## config.mk

```make
export PLATFORM = sky130hd
export DESIGN_NAME = adc_conv_ctrl
export DESIGN_NICKNAME = d
export VERILOG_FILES = /design/src/rtl/adc_ctrl_pkg.sv /design/src/rtl/adc_conv_ctrl.sv /design/src/rtl/sar_engine.sv /design/src/rtl/tad_divider.sv
export SDC_FILE = /design/constraint.sdc
export NUM_CORES = 1
export LEC_CHECK = 0
export BUFFER_PORTS_ARGS = -buffer_cell sky130_fd_sc_hd__buf_4
export CORE_MARGIN = 2
export CORE_UTILIZATION = 50
export DETAILED_ROUTE_END_ITERATION = 8
export GPL_TIMING_DRIVEN = 0
export PLACE_DENSITY = 0.69
export SYNTH_ARGS = -nofsm -noshare
export SYNTH_HDL_FRONTEND = slang
export SYNTH_SLANG_ARGS = --single-unit
```

## constraint.sdc

```tcl
create_clock -name mclk -period 4.05 [get_ports mclk]
set_input_delay 1.215 -clock mclk [delete_from_list [all_inputs] [get_ports mclk]]
set_output_delay 1.215 -clock mclk [all_outputs]
set_load 0.05 [all_outputs]
```

## src/rtl/adc_ctrl_pkg.sv

```systemverilog
// Package: register map, field layouts, reset values and timing counts of the converter control
package adc_ctrl_pkg;

  // ==========================================================================
  // Register offsets
  localparam logic [7:0] CTRL_ADDR     = 8'h93;
  localparam logic [7:0] TIME_ADDR     = 8'h94;
  localparam logic [7:0] RES_HI_ADDR   = 8'ha0;
  localparam logic [7:0] RES_LO_ADDR   = 8'ha1;
  localparam logic [7:0] CMPV_HI_ADDR  = 8'ha2;
  localparam logic [7:0] CMPV_LO_ADDR  = 8'ha3;
  localparam logic [7:0] IRQ_STAT_ADDR = 8'ha4;
  localparam logic [7:0] IRQ_CLR_ADDR  = 8'ha5;
  localparam logic [7:0] IRQ_EN_ADDR   = 8'ha6;

  // ==========================================================================
  // Reset values and field positions
  localparam logic [7:0] CTRL_RESET    = 8'h00;
  localparam logic [7:0] TIME_RESET    = 8'h00;
  localparam logic [9:0] RESULT_RESET  = 10'h000;
  localparam logic [9:0] CMPV_RESET    = 10'h000;
  localparam logic [1:0] IRQ_RESET     = 2'h0;
  localparam int         STAT_DONE_BIT = 0;
  localparam int         STAT_HIT_BIT  = 1;

  // ==========================================================================
  // Conversion timing in converter clocks
  localparam logic [3:0] SAMPLE_MIN    = 4'h2;
  localparam logic [3:0] SAMPLE_MAX    = 4'hf;
  localparam logic [3:0] CONV_LAST     = 4'hb;   // Steps 0..11 make 12 converter clocks
  localparam logic [9:0] SAR_MSB_CODE  = 10'h200;

  // ==========================================================================
  // Register layouts
  typedef struct packed {
    logic       on;
    logic       flag;
    logic       cmp_en;
    logic       unused;
    logic [2:0] sel;
    logic       go;
  } control_s;

  typedef struct packed {
    logic [2:0] div;
    logic       unused;
    logic [3:0] samp;
  } timing_s;

  // Converter clock period in system clocks, in code order
  function automatic logic [5:0] tad_sys_cycles(input logic [2:0] code);
    logic [5:0] n;
    n = 6'h02;
    unique case (code)
      3'h0: n = 6'h02;
      3'h1: n = 6'h04;
      3'h2: n = 6'h06;
      3'h3: n = 6'h08;
      3'h4: n = 6'h0c;
      3'h5: n = 6'h10;
      3'h6: n = 6'h18;
      3'h7: n = 6'h20;
    endcase
    return n;
  endfunction : tad_sys_cycles

  // Sample length is field plus one, held between the two limits
  function automatic logic [3:0] sample_tads(input logic [3:0] field);
    logic [4:0] v;
    v = {1'b0, field} + 5'h01;
    if (v < {1'b0, SAMPLE_MIN}) begin
      v = {1'b0, SAMPLE_MIN};
    end
    if (v > {1'b0, SAMPLE_MAX}) begin
      v = {1'b0, SAMPLE_MAX};
    end
    return v[3:0];
  endfunction : sample_tads

endpackage : adc_ctrl_pkg

```

## src/rtl/adc_conv_ctrl.sv

```systemverilog
// Converter control: registers, start/stop, compare, flags and analog front-end steering
//
// How it works
// RQ1: Produce a 10-bit SAR result from input.
// RQ2: Connect only one of eight inputs.
// RQ3: Select code 000..111 picks inputs 0..7.
// RQ4: Enable bit switches the converter on, off.
// RQ5: Writing start begins conversion or compare.
// RQ6: Completion stores result and sets the flag.
// RQ7: Conversion mode clears start bit at completion.
// RQ8: Clearing start mid-conversion aborts it.
// RQ9: Compare runs only with compare and enable.
// RQ10: Compare flags only when input exceeds value.
// RQ11: Compare never clears start; runs until cleared.
// RQ12: Hardware sets the flag; software clears.
// RQ13: Request only when flag and enable set.
// RQ14: Runs in idle; stopped in power-down.
// RQ15: Converter clock is 2..32 system clocks.
// RQ16: Sample is field+1 clamped; plus 12 clocks.
// RQ17: Start ignored while the converter is off.
//
// Register map
// 0x93 control: on, flag, compare, spare, select, start
// 0x94 timing: divider, spare, sample length
// 0xa0/0xa1 result, bits 9..2 then 1..0
// 0xa2/0xa3 compare value, same split
// 0xa4 status, 0xa5 clear, 0xa6 enable
// Flag bit: write zero to clear it
// Unmapped reads give zero
//
// Timing
// A start runs from the next edge; after
// sample + 12 converter clocks, result,
// flag and status follow one clock later.
// Status and flag stay set until cleared.
//
// Limits
// Comparator pin passes four flops, so a
// trial lags its code by about six clocks;
// the two fastest divider codes are too short
// for valid codes and serve timing only.
// Power-down keeps the start bit set, so
// the conversion restarts afterwards.
// Compare mode refreshes the result and
// status bit zero on every pass.
// A new select reaches the input switches one clock after the write, even mid-sample.
//
// Implementation choice: strobed register access.
`timescale 1ns/1ps
`default_nettype none
module adc_conv_ctrl
  import adc_ctrl_pkg::*;
(
  input  wire logic       mclk,
  input  wire logic       srst,

  // Register port
  input  wire logic [7:0] addr,
  input  wire logic [7:0] wdata,
  input  wire logic       wr_stb,
  input  wire logic       rd_stb,
  output var  logic [7:0] rdata,

  // System side
  input  wire logic       power_down,
  input  wire logic       conv_irq_en,
  output var  logic       conv_irq_req,
  output var  logic       irq,

  // Analog front end
  input  wire logic       cmp_pin,
  output var  logic [2:0] input_select,
  output var  logic [7:0] channel_connect,
  output var  logic       analog_power,
  output var  logic       sample_hold,
  output var  logic [9:0] dac_code
);

  // ==========================================================================
  // State
  // Software-visible registers
  control_s   ctrl_reg;
  timing_s    time_reg;
  logic [9:0] result_reg;
  logic [9:0] cmpv_reg;
  logic [1:0] stat_reg;
  logic [1:0] irq_en_reg;

  // Comparator synchroniser stages and the agreed level
  logic       cmp_s1_reg;
  logic       cmp_s2_reg;
  logic       cmp_s3_reg;
  logic       cmp_stable_reg;

  // Sequencer links and decoded events
  logic       run;
  logic       tick;
  logic       sampling;
  logic [9:0] sar_code;
  logic [9:0] sar_result;
  logic       sar_done;
  logic       hit;
  logic       flag_set;
  logic       ctrl_wr;
  logic [1:0] stat_set;

  // ==========================================================================
  // Run gating: the enable bit, the start bit and power-down together
  // Dropping run holds the sequencer in reset, which is also the abort path
  assign run      = ctrl_reg.go && ctrl_reg.on && !power_down;  // RQ4 RQ9 RQ14
  assign ctrl_wr  = wr_stb && (addr == CTRL_ADDR);
  // Compare sees the fresh result in the cycle done is high
  assign hit      = sar_result > cmpv_reg;  // RQ10
  // In compare mode a completion flags only on a hit
  assign flag_set = sar_done && (!ctrl_reg.cmp_en || hit);  // RQ6 RQ10 RQ12
  // Status bit zero marks every pass, bit one a compare hit
  assign stat_set = {sar_done && ctrl_reg.cmp_en && hit, sar_done};

  // ==========================================================================
  // Comparator pin synchroniser: a change counts once stages two and three agree
  always_ff @(posedge mclk) begin
    if (srst) begin
      cmp_s1_reg     <= 1'b0;
      cmp_s2_reg     <= 1'b0;
      cmp_s3_reg     <= 1'b0;
      cmp_stable_reg <= 1'b0;
    end else begin
      // Only stage two reads stage one, which may be metastable
      cmp_s1_reg <= cmp_pin;
      cmp_s2_reg <= cmp_s1_reg;
      cmp_s3_reg <= cmp_s2_reg;
      // A one-cycle glitch never reaches the agreed level
      if (cmp_s2_reg == cmp_s3_reg) begin
        cmp_stable_reg <= cmp_s3_reg;
      end
    end
  end

  // ==========================================================================
  // Converter clock and SAR sequencer
  // The divider restarts with run, so each start gets full converter clocks
  tad_divider u_div (
    .mclk     (mclk),
    .srst     (srst),
    .enable   (run),
    .div_code (time_reg.div),
    .tick     (tick)
  );

  // Clearing the start bit drops run, which aborts the sequencer
  // A partial code never reaches the result register
  sar_engine u_sar (
    .mclk         (mclk),
    .srst         (srst),
    .run          (run),  // RQ8
    .tick         (tick),
    .sample_field (time_reg.samp),
    .cmp_above    (cmp_stable_reg),
    .sampling     (sampling),
    .dac_code     (sar_code),
    .result       (sar_result),
    .done         (sar_done)
  );

  // ==========================================================================
  // Control register: hardware clear first, software write may override,
  // and a hardware flag set wins over a software clear in the same cycle
  always_ff @(posedge mclk) begin
    if (srst) begin
      ctrl_reg <= control_s'(CTRL_RESET);
    end else begin
      // Conversion mode ends itself; compare mode keeps running
      if (sar_done && !ctrl_reg.cmp_en) begin
        ctrl_reg.go <= 1'b0;  // RQ7 RQ11
      end

      // Switching the module off also drops a pending start
      if (!ctrl_reg.on) begin
        ctrl_reg.go <= 1'b0;  // RQ4
      end

      // Flag: writing zero clears it, writing one keeps it
      if (ctrl_wr) begin
        ctrl_reg.on     <= wdata[7];  // RQ4
        ctrl_reg.flag   <= ctrl_reg.flag & wdata[6];  // RQ12
        ctrl_reg.cmp_en <= wdata[5];  // RQ9
        ctrl_reg.unused <= 1'b0;
        ctrl_reg.sel    <= wdata[3:1];  // RQ3
        ctrl_reg.go     <= wdata[0] & wdata[7];  // RQ5 RQ8 RQ17
      end

      // Last, so a hardware set beats a software clear
      if (flag_set) begin
        ctrl_reg.flag <= 1'b1;  // RQ6 RQ12
      end
    end
  end

  // ==========================================================================
  // Timing register and compare value
  // Spare bits are stored as zero so they read back as zero
  always_ff @(posedge mclk) begin
    if (srst) begin
      time_reg <= timing_s'(TIME_RESET);
    end else if (wr_stb && addr == TIME_ADDR) begin
      time_reg <= timing_s'({wdata[7:5], 1'b0, wdata[3:0]});  // RQ15 RQ16
    end
  end

  // High byte holds bits 9..2, low byte holds bits 1..0
  // Halves land on their own; compare may see a mix between the two writes
  always_ff @(posedge mclk) begin
    if (srst) begin
      cmpv_reg <= CMPV_RESET;
    end else if (wr_stb && addr == CMPV_HI_ADDR) begin
      cmpv_reg[9:2] <= wdata;
    end else if (wr_stb && addr == CMPV_LO_ADDR) begin
      cmpv_reg[1:0] <= wdata[1:0];
    end
  end

  // ==========================================================================
  // Result register: updated only on a completed conversion, never on abort
  // Compare mode refreshes it on every pass, hit or not
  always_ff @(posedge mclk) begin
    if (srst) begin
      result_reg <= RESULT_RESET;
    end else if (sar_done) begin
      result_reg <= sar_result;  // RQ6
    end
  end

  // ==========================================================================
  // Interrupt status: sticky, cleared by writing ones, set wins over clear
  // The clear register keeps no state and reads as zero
  always_ff @(posedge mclk) begin
    if (srst) begin
      stat_reg <= IRQ_RESET;
    end else if (wr_stb && addr == IRQ_CLR_ADDR) begin
      stat_reg <= (stat_reg & ~wdata[1:0]) | stat_set;
    end else begin
      stat_reg <= stat_reg | stat_set;
    end
  end

  // Per-bit enables of the status register
  always_ff @(posedge mclk) begin
    if (srst) begin
      irq_en_reg <= IRQ_RESET;
    end else if (wr_stb && addr == IRQ_EN_ADDR) begin
      irq_en_reg <= wdata[1:0];
    end
  end

  // irq is logic on flip-flops only, so it carries no glitch; conv_irq_req also passes the conv_irq_en input
  // irq follows the status bits; the request follows the control flag
  assign irq          = |(stat_reg & irq_en_reg);
  assign conv_irq_req = ctrl_reg.flag && conv_irq_en;  // RQ13 RQ14

  // ==========================================================================
  // Read port: data stand in the cycle after the strobe; unmapped reads zero
  // Zero between reads keeps a stale byte off the bus
  always_ff @(posedge mclk) begin
    if (srst) begin
      rdata <= 8'h00;
    end else if (rd_stb) begin
      unique case (addr)
        CTRL_ADDR:     rdata <= ctrl_reg;
        TIME_ADDR:     rdata <= time_reg;
        // Ten-bit values split as bits 9..2 and bits 1..0
        RES_HI_ADDR:   rdata <= result_reg[9:2];
        RES_LO_ADDR:   rdata <= {6'h00, result_reg[1:0]};
        CMPV_HI_ADDR:  rdata <= cmpv_reg[9:2];
        CMPV_LO_ADDR:  rdata <= {6'h00, cmpv_reg[1:0]};
        IRQ_STAT_ADDR: rdata <= {6'h00, stat_reg};
        IRQ_EN_ADDR:   rdata <= {6'h00, irq_en_reg};
        default:       rdata <= 8'h00;
      endcase
    end else begin
      rdata <= 8'h00;
    end
  end

  // ==========================================================================
  // Front-end steering: at most one input switch closed, and only while sampling
  // All registered, so the switches never see a decode glitch
  always_ff @(posedge mclk) begin
    if (srst) begin
      input_select    <= 3'h0;
      channel_connect <= 8'h00;
      analog_power    <= 1'b0;
      sample_hold     <= 1'b0;
      dac_code        <= 10'h000;
    end else begin
      input_select    <= ctrl_reg.sel;  // RQ3
      channel_connect <= sampling ? (8'h01 << ctrl_reg.sel) : 8'h00;  // RQ2 RQ3
      analog_power    <= ctrl_reg.on && !power_down;  // RQ4 RQ14
      sample_hold     <= sampling;
      // Trial code leaves one cycle after the sequencer sets it
      dac_code        <= sar_code;
    end
  end

endmodule : adc_conv_ctrl
`default_nettype wire

```

## src/rtl/sar_engine.sv

```systemverilog
// Successive-approximation sequencer: sample phase, then twelve converter clocks of bit trials
`timescale 1ns/1ps
`default_nettype none
module sar_engine
  import adc_ctrl_pkg::*;
(
  input  wire logic       mclk,
  input  wire logic       srst,
  input  wire logic       run,
  input  wire logic       tick,
  input  wire logic [3:0] sample_field,
  input  wire logic       cmp_above,
  output var  logic       sampling,
  output var  logic [9:0] dac_code,
  output var  logic [9:0] result,
  output var  logic       done
);

  typedef enum logic [1:0] {ST_IDLE, ST_SAMPLE, ST_CONVERT} sar_state_e;

  sar_state_e state_reg;
  logic [3:0] step_reg;
  logic [3:0] bit_idx;

  assign bit_idx = 4'(10) - step_reg;

  // ==========================================================================
  // Dropping run aborts at once; the partial code is never published
  always_ff @(posedge mclk) begin
    if (srst || !run) begin
      state_reg <= ST_IDLE;
      step_reg  <= 4'h0;
      sampling  <= 1'b0;
      dac_code  <= 10'h000;
      done      <= 1'b0;
    end else begin
      done <= 1'b0;
      unique case (state_reg)
        ST_IDLE: begin
          state_reg <= ST_SAMPLE;
          step_reg  <= 4'h0;
          sampling  <= 1'b1;
        end
        ST_SAMPLE: begin
          if (tick) begin
            if (step_reg + 4'h1 >= sample_tads(sample_field)) begin  // RQ16
              state_reg <= ST_CONVERT;
              step_reg  <= 4'h0;
              sampling  <= 1'b0;
            end else begin
              step_reg <= step_reg + 4'h1;
            end
          end
        end
        ST_CONVERT: begin
          if (tick) begin
            if (step_reg == 4'h0) begin
              dac_code <= SAR_MSB_CODE;
            end else if (step_reg <= 4'ha) begin
              // Keep the trial bit when the input sits above the trial level
              dac_code[bit_idx] <= cmp_above;  // RQ1
              if (bit_idx != 4'h0) begin
                dac_code[bit_idx - 4'h1] <= 1'b1;
              end
            end
            if (step_reg == CONV_LAST) begin
              state_reg <= ST_SAMPLE;  // RQ16
              step_reg  <= 4'h0;
              sampling  <= 1'b1;
              done      <= 1'b1;
            end else begin
              step_reg <= step_reg + 4'h1;
            end
          end
        end
        default: begin
          state_reg <= ST_IDLE;
        end
      endcase
    end
  end

  // ==========================================================================
  // Finished code is held until the next completion
  always_ff @(posedge mclk) begin
    if (srst) begin
      result <= RESULT_RESET;
    end else if (run && tick && state_reg == ST_CONVERT && step_reg == CONV_LAST) begin
      result <= dac_code;  // RQ1
    end
  end

endmodule : sar_engine
`default_nettype wire

```

## src/rtl/tad_divider.sv

```systemverilog
// Converter clock divider: one-cycle tick every selected number of system clocks
`timescale 1ns/1ps
`default_nettype none
module tad_divider
  import adc_ctrl_pkg::*;
(
  input  wire logic       mclk,
  input  wire logic       srst,
  input  wire logic       enable,
  input  wire logic [2:0] div_code,
  output var  logic       tick
);

  logic [5:0] count_reg;
  logic [5:0] last;

  assign last = tad_sys_cycles(div_code) - 6'h01;  // RQ15

  // ==========================================================================
  // Count restarts whenever the converter is not running, so ticks align to the start
  always_ff @(posedge mclk) begin
    if (srst || !enable) begin
      count_reg <= 6'h00;
      tick      <= 1'b0;
    end else if (count_reg >= last) begin
      count_reg <= 6'h00;
      tick      <= 1'b1;  // RQ15
    end else begin
      count_reg <= count_reg + 6'h01;
      tick      <= 1'b0;
    end
  end

endmodule : tad_divider
`default_nettype wire
```

# Word-level counts from Yosys, hierarchy flattened
# Memory sizes are Yosys's and may differ from the RTL's. A register that Yosys moved wholly into a read port is not among the register bits.
# Index checks and enable logic that the tools add are counted.
[word_totals] output_inout_bits=33 mem_count=1 input_bits=23 reg_bits=108 elab_cells=160 rom_bits=40
[memory_table] name="(name not given)" words=8 width=5 rd=1 rd_clocked_by_memory_dff=1 write_ports=0 line_no="adc_ctrl_pkg.sv:54" text="unique case (code)"
[op_classes] n_bitwise=13 mux=41 n_addsub=6 reduce_logical=40 shifts=1 magnitude_cmp=10 eq_ne=18
[op_table] operator="8-bit == test, second input constant" count=9
[op_table] operator="8-bit one-hot mux with 8 select lines" count=1
[op_table] operator="4-bit 2-to-1 mux" count=8
[op_table] operator="10-bit 2-to-1 mux" count=3
[op_table] operator="5-bit 2-to-1 mux" count=4
[op_table] operator="1-bit logical AND" count=19
[op_table] operator="4-bit one-hot mux with 3 select lines" count=1
[op_table] operator="1-bit 2-to-1 mux" count=11
[op_table] operator="10-bit bitwise mux" count=1
[op_table] operator="10-bit > comparator" count=1
[op_table] operator="4-bit by 5-bit < comparator with 1-bit output, second input constant" count=2
[op_table] operator="2-bit 2-to-1 mux" count=5
[op_table] operator="10-bit OR" count=1
[op_table] operator="1-bit demux with 4-bit select" count=2
[op_table] operator="4-bit by 1-bit >= comparator with 1-bit output, second input constant" count=2
[op_table] operator="2-bit OR reduction" count=4
[op_table] operator="1-bit by 3-bit left shift with 8-bit output, first input constant" count=1
[op_table] operator="7-bit 2-to-1 mux" count=1
[op_table] operator="6-bit by 1-bit adder with 6-bit output, second input constant" count=1
[op_table] operator="6-bit >= comparator" count=1
[op_table] operator="3-bit 2-to-1 mux" count=2
[op_table] operator="2-bit one-hot mux with 3 select lines" count=1
[op_table] operator="3-bit AND reduction" count=2
[op_table] operator="6-bit by 1-bit subtractor with 6-bit output, second input constant" count=1
[op_table] operator="32 further kinds" count=45

# Longest topological paths before layout
[logic_depth] word_depth=15 depth_mapped=11 mapped_depth_nobuf=11

# By module
# Synthesis repeated with hierarchy kept, for this count alone.
[unflattened] hier_cells=610 area_unflattened_um2=5549.1
[by_module_without_submodules] module="adc_conv_ctrl" n_inst=1 seq_area_each_um2=1461.4 cells_per_inst=319 area_each_um2=3080.5
[by_module_without_submodules] module="sar_engine" n_inst=1 seq_area_each_um2=560.5 cells_per_inst=235 area_each_um2=1973.1
[by_module_without_submodules] module="tad_divider" n_inst=1 seq_area_each_um2=140.1 cells_per_inst=56 area_each_um2=495.5

# Worst setup path before layout
# OpenSTA, ideal clock, no wires.
[synth_path] path_type="input to register" from="input addr[1]" to="register (tool-made name)" path_slack_ns=1.005 arrival_time_ns=2.924 required_ns=3.929 setup_time_ns=0.121 path_buffers=1 path_stages=8 path_cell_list="buf_6 nor4b_4 nand3_4 mux2i_1 nor2_1 inv_1 ha_1 mux2_2"
[synth_rtl] element="start: declaration" line_no="adc_conv_ctrl.sv:58" text="input wire logic [7:0] addr,"

==> metrics.cfg <==
[sta]
period_share_pct = 73.27
rsz0062_at_grt = false
setup_tns_ps = 0
final_max_slew_viol_count = 0
worst_pin_slew_ps = 836.2
max_slew_margin_pct = 44.20
setup_viol = 0
fmax_mhz = 337.0
fin_skew_ps = 6.534
hold_viol = 0
min_period_ps = 2967

[floorplan]
rows = 38
initial_core_util_pct = 51.61
die_h_um = 110.2
core_mm2 = 0.01094
die_width_um = 110.2
ioPinCount = 56
die-area_mm2 = 0.01215

[power_and_ir_drop]
p_comb_share_pct = 2.4
p_per_area_mw_per_mm2 = 396.0
p_seq_share_pct = 41.3
cellLeakagePower_nw = 2.858
p_int_mw = 2.146
peakVddDrop_mv = 0.3249
p_clk_share_pct = 56.3
p_sw_uw = 552.4
p_sw_share_pct = 20.47

[placement]
gp_congestion = 0.9100
portBuffers = 52
placedCellCount = 816
placed_area_mm2 = 0.006210
hpwlAfterDp_um = 10310

[global_route]
grt_max_degree = 17
grt_use_total_pct = 25.14
grt_pass1_wl_um = 23120
grt_pass1_vias = 4723
overflow = 0
antenna_found_initial = 0

[logic_synthesis]
synth_top_cells_by_area = dfxtp_1, mux2i_1, ha_1
synthCells = 624
synth.distinct_cells = 67
synth_enable_flop_cells = 0
avgSynthCellArea_um2 = 9.045
yosys_warnings = 0
synthArstFlopShare_pct = 0
yosys_most_used_dff = dfxtp_1
syn_area_mm2 = 0.005644
syn_nets = 683
ys_seq_area_share_pct = 40.08
synth_top_area_share_pct = 40.08
ys_seq_elements = 113
yosys.area.top_type = dfxtp_1
synth_most_common_cell = dfxtp_1
ys_top_cells_by_count = dfxtp_1, nor2_1, mux2i_1, nand2_1, ha_1

[cts]
holdBufCountCts = 0
cts_buffers = 17
cts_max_path_buffers = 2
post_cts_resized = 0
htreeDepth = 4
path_clk_slew_ps = 50
cts_root_buffer = clkbuf_16
post_cts_buffers = 0
cts_tree = yes
cts_sinks = 113
clock_latency_ps = 420

[worst_hold_path]
min_path_cells = 1
min_path_type = reg2reg

[setup_path]
cp_max_fo = 8
start_kind = primary input
crit_path_top_delay_cell = nor4b_4
ff2ff_path_depth = 9
worstPathCellList = buf_4, nor4b_4, nand3_4, mux2i_1, nor2_1, inv_1, ha_1, mux2_2
path_buf_inv = 2
cp.required_ps = 4350
max_stage_delay_ps = 570
arrival_ps = 3270
critPathKind = in2reg
crit_family = simple AND/OR/NAND/NOR gates
worstSetupPathDepth = 8
crit_path_end_kind = flip-flop

[detailed_routing]
detail_route.iter0.violations = 358
vias = 4862
via_per_inst = 5.747
antenna_left = 0
dr.pass1.iters = 5
wl_um = 14110
drc = 0
wl_per_cell_um = 16.68

[finish]
regArea_mm2 = 0.002262
final_cells = 846
nNetsFinal = 754
fillers = 977
syn_to_final_growth_pct = 20.70
fin_util_pct = 62.30
antenna_cells = 0
multi_input_area_mm2 = 0.003137
drive_gt1_share_pct = 15.01
final_area_mm2 = 0.006813

[flow_run]
maxCapViolCount = 0

[run_status]
status = complete, no violations

-- through the flow --
step                      setup slack [ps]  total power [mW]  hold WS (ps)
after floorplan                       1005             1.169         413.8
after global placement               704.7             1.201         436.7
after CTS                             1129             2.719         444.4
after global routing                 956.0             2.770         460.3
final                                 1083             2.698         450.4
after detailed placement             686.3             1.202         436.3
-- power by group through the flow --
stage | Sequential, mW | Combinational, mW | Clock (mW)
finish | 1.12 | 0.0644 | 1.52
global route | 1.11 | 0.0693 | 1.59
CTS | 1.11 | 0.0642 | 1.54
detailed placement | 1.14 | 0.0638 | 0
global placement | 1.14 | 0.0629 | 0
floorplan | 1.14 | 0.0304 | 0
-- final cells by class --
class / instances / area share, %
flip-flops and latches: 113 / 33.20
inverters: 30 / 1.653
well taps: 140 / 2.571
plain buffers: 30 / 1.947
clock inverters: 9 / 1.947
repair buffers: 52 / 5.730
multi-input cells: 451 / 46.04
clock buffers: 21 / 6.905
-- cells in the final DEF, fill, tap and decap left out, drive strengths merged, types with 7 or more instances in the layout --
cell / instances
ha: 36
inv: 30
nor3: 9
nand3: 20
nor2: 74
nand2b: 11
o21ai: 30
a21o: 7
nand2: 38
nand4: 11
dfxtp: 113
nor2b: 25
a21oi: 24
a22oi: 8
buf: 66
xnor2: 8
mux2i: 53
clkbuf: 37
and3: 7
-- final timing paths --
path / slack [ps] / to / from
hold reg to reg: 450 / cmp_s2_reg / cmp_s1_reg
setup / recovery: 1080 / flip-flop / addr[0]
setup reg to reg: 1300 / u_sar.state_reg[0] / u_sar.step_reg[0]
hold / removal: 450 / cmp_s2_reg / cmp_s1_reg
-- kinds of logic (layout without fill, tap and decap cells) --
logic type      Yosys count  count (layout)  synth area share [%]
mux                      54              54                 9.599
simple gates            229             229                 21.53
compound gates          121             121                 14.76
xor+xnor                 11              11                 1.707
buf+inv                  60             142                 4.345
flops                   113             113                 40.08
fa+ha+maj                36              36                 7.980
-- routing by layer --
layer  vias to the layer above  track usage, %  share of wire (%)
met5                         -               0                  0
li1                       2363               -                  -
met4                         0           9.196                1.4
met2                       163           42.33                 49
met1                      2316           31.11                 43
met3                        20           6.232                6.2
No activity file was read; power rests on OpenSTA's default activity.
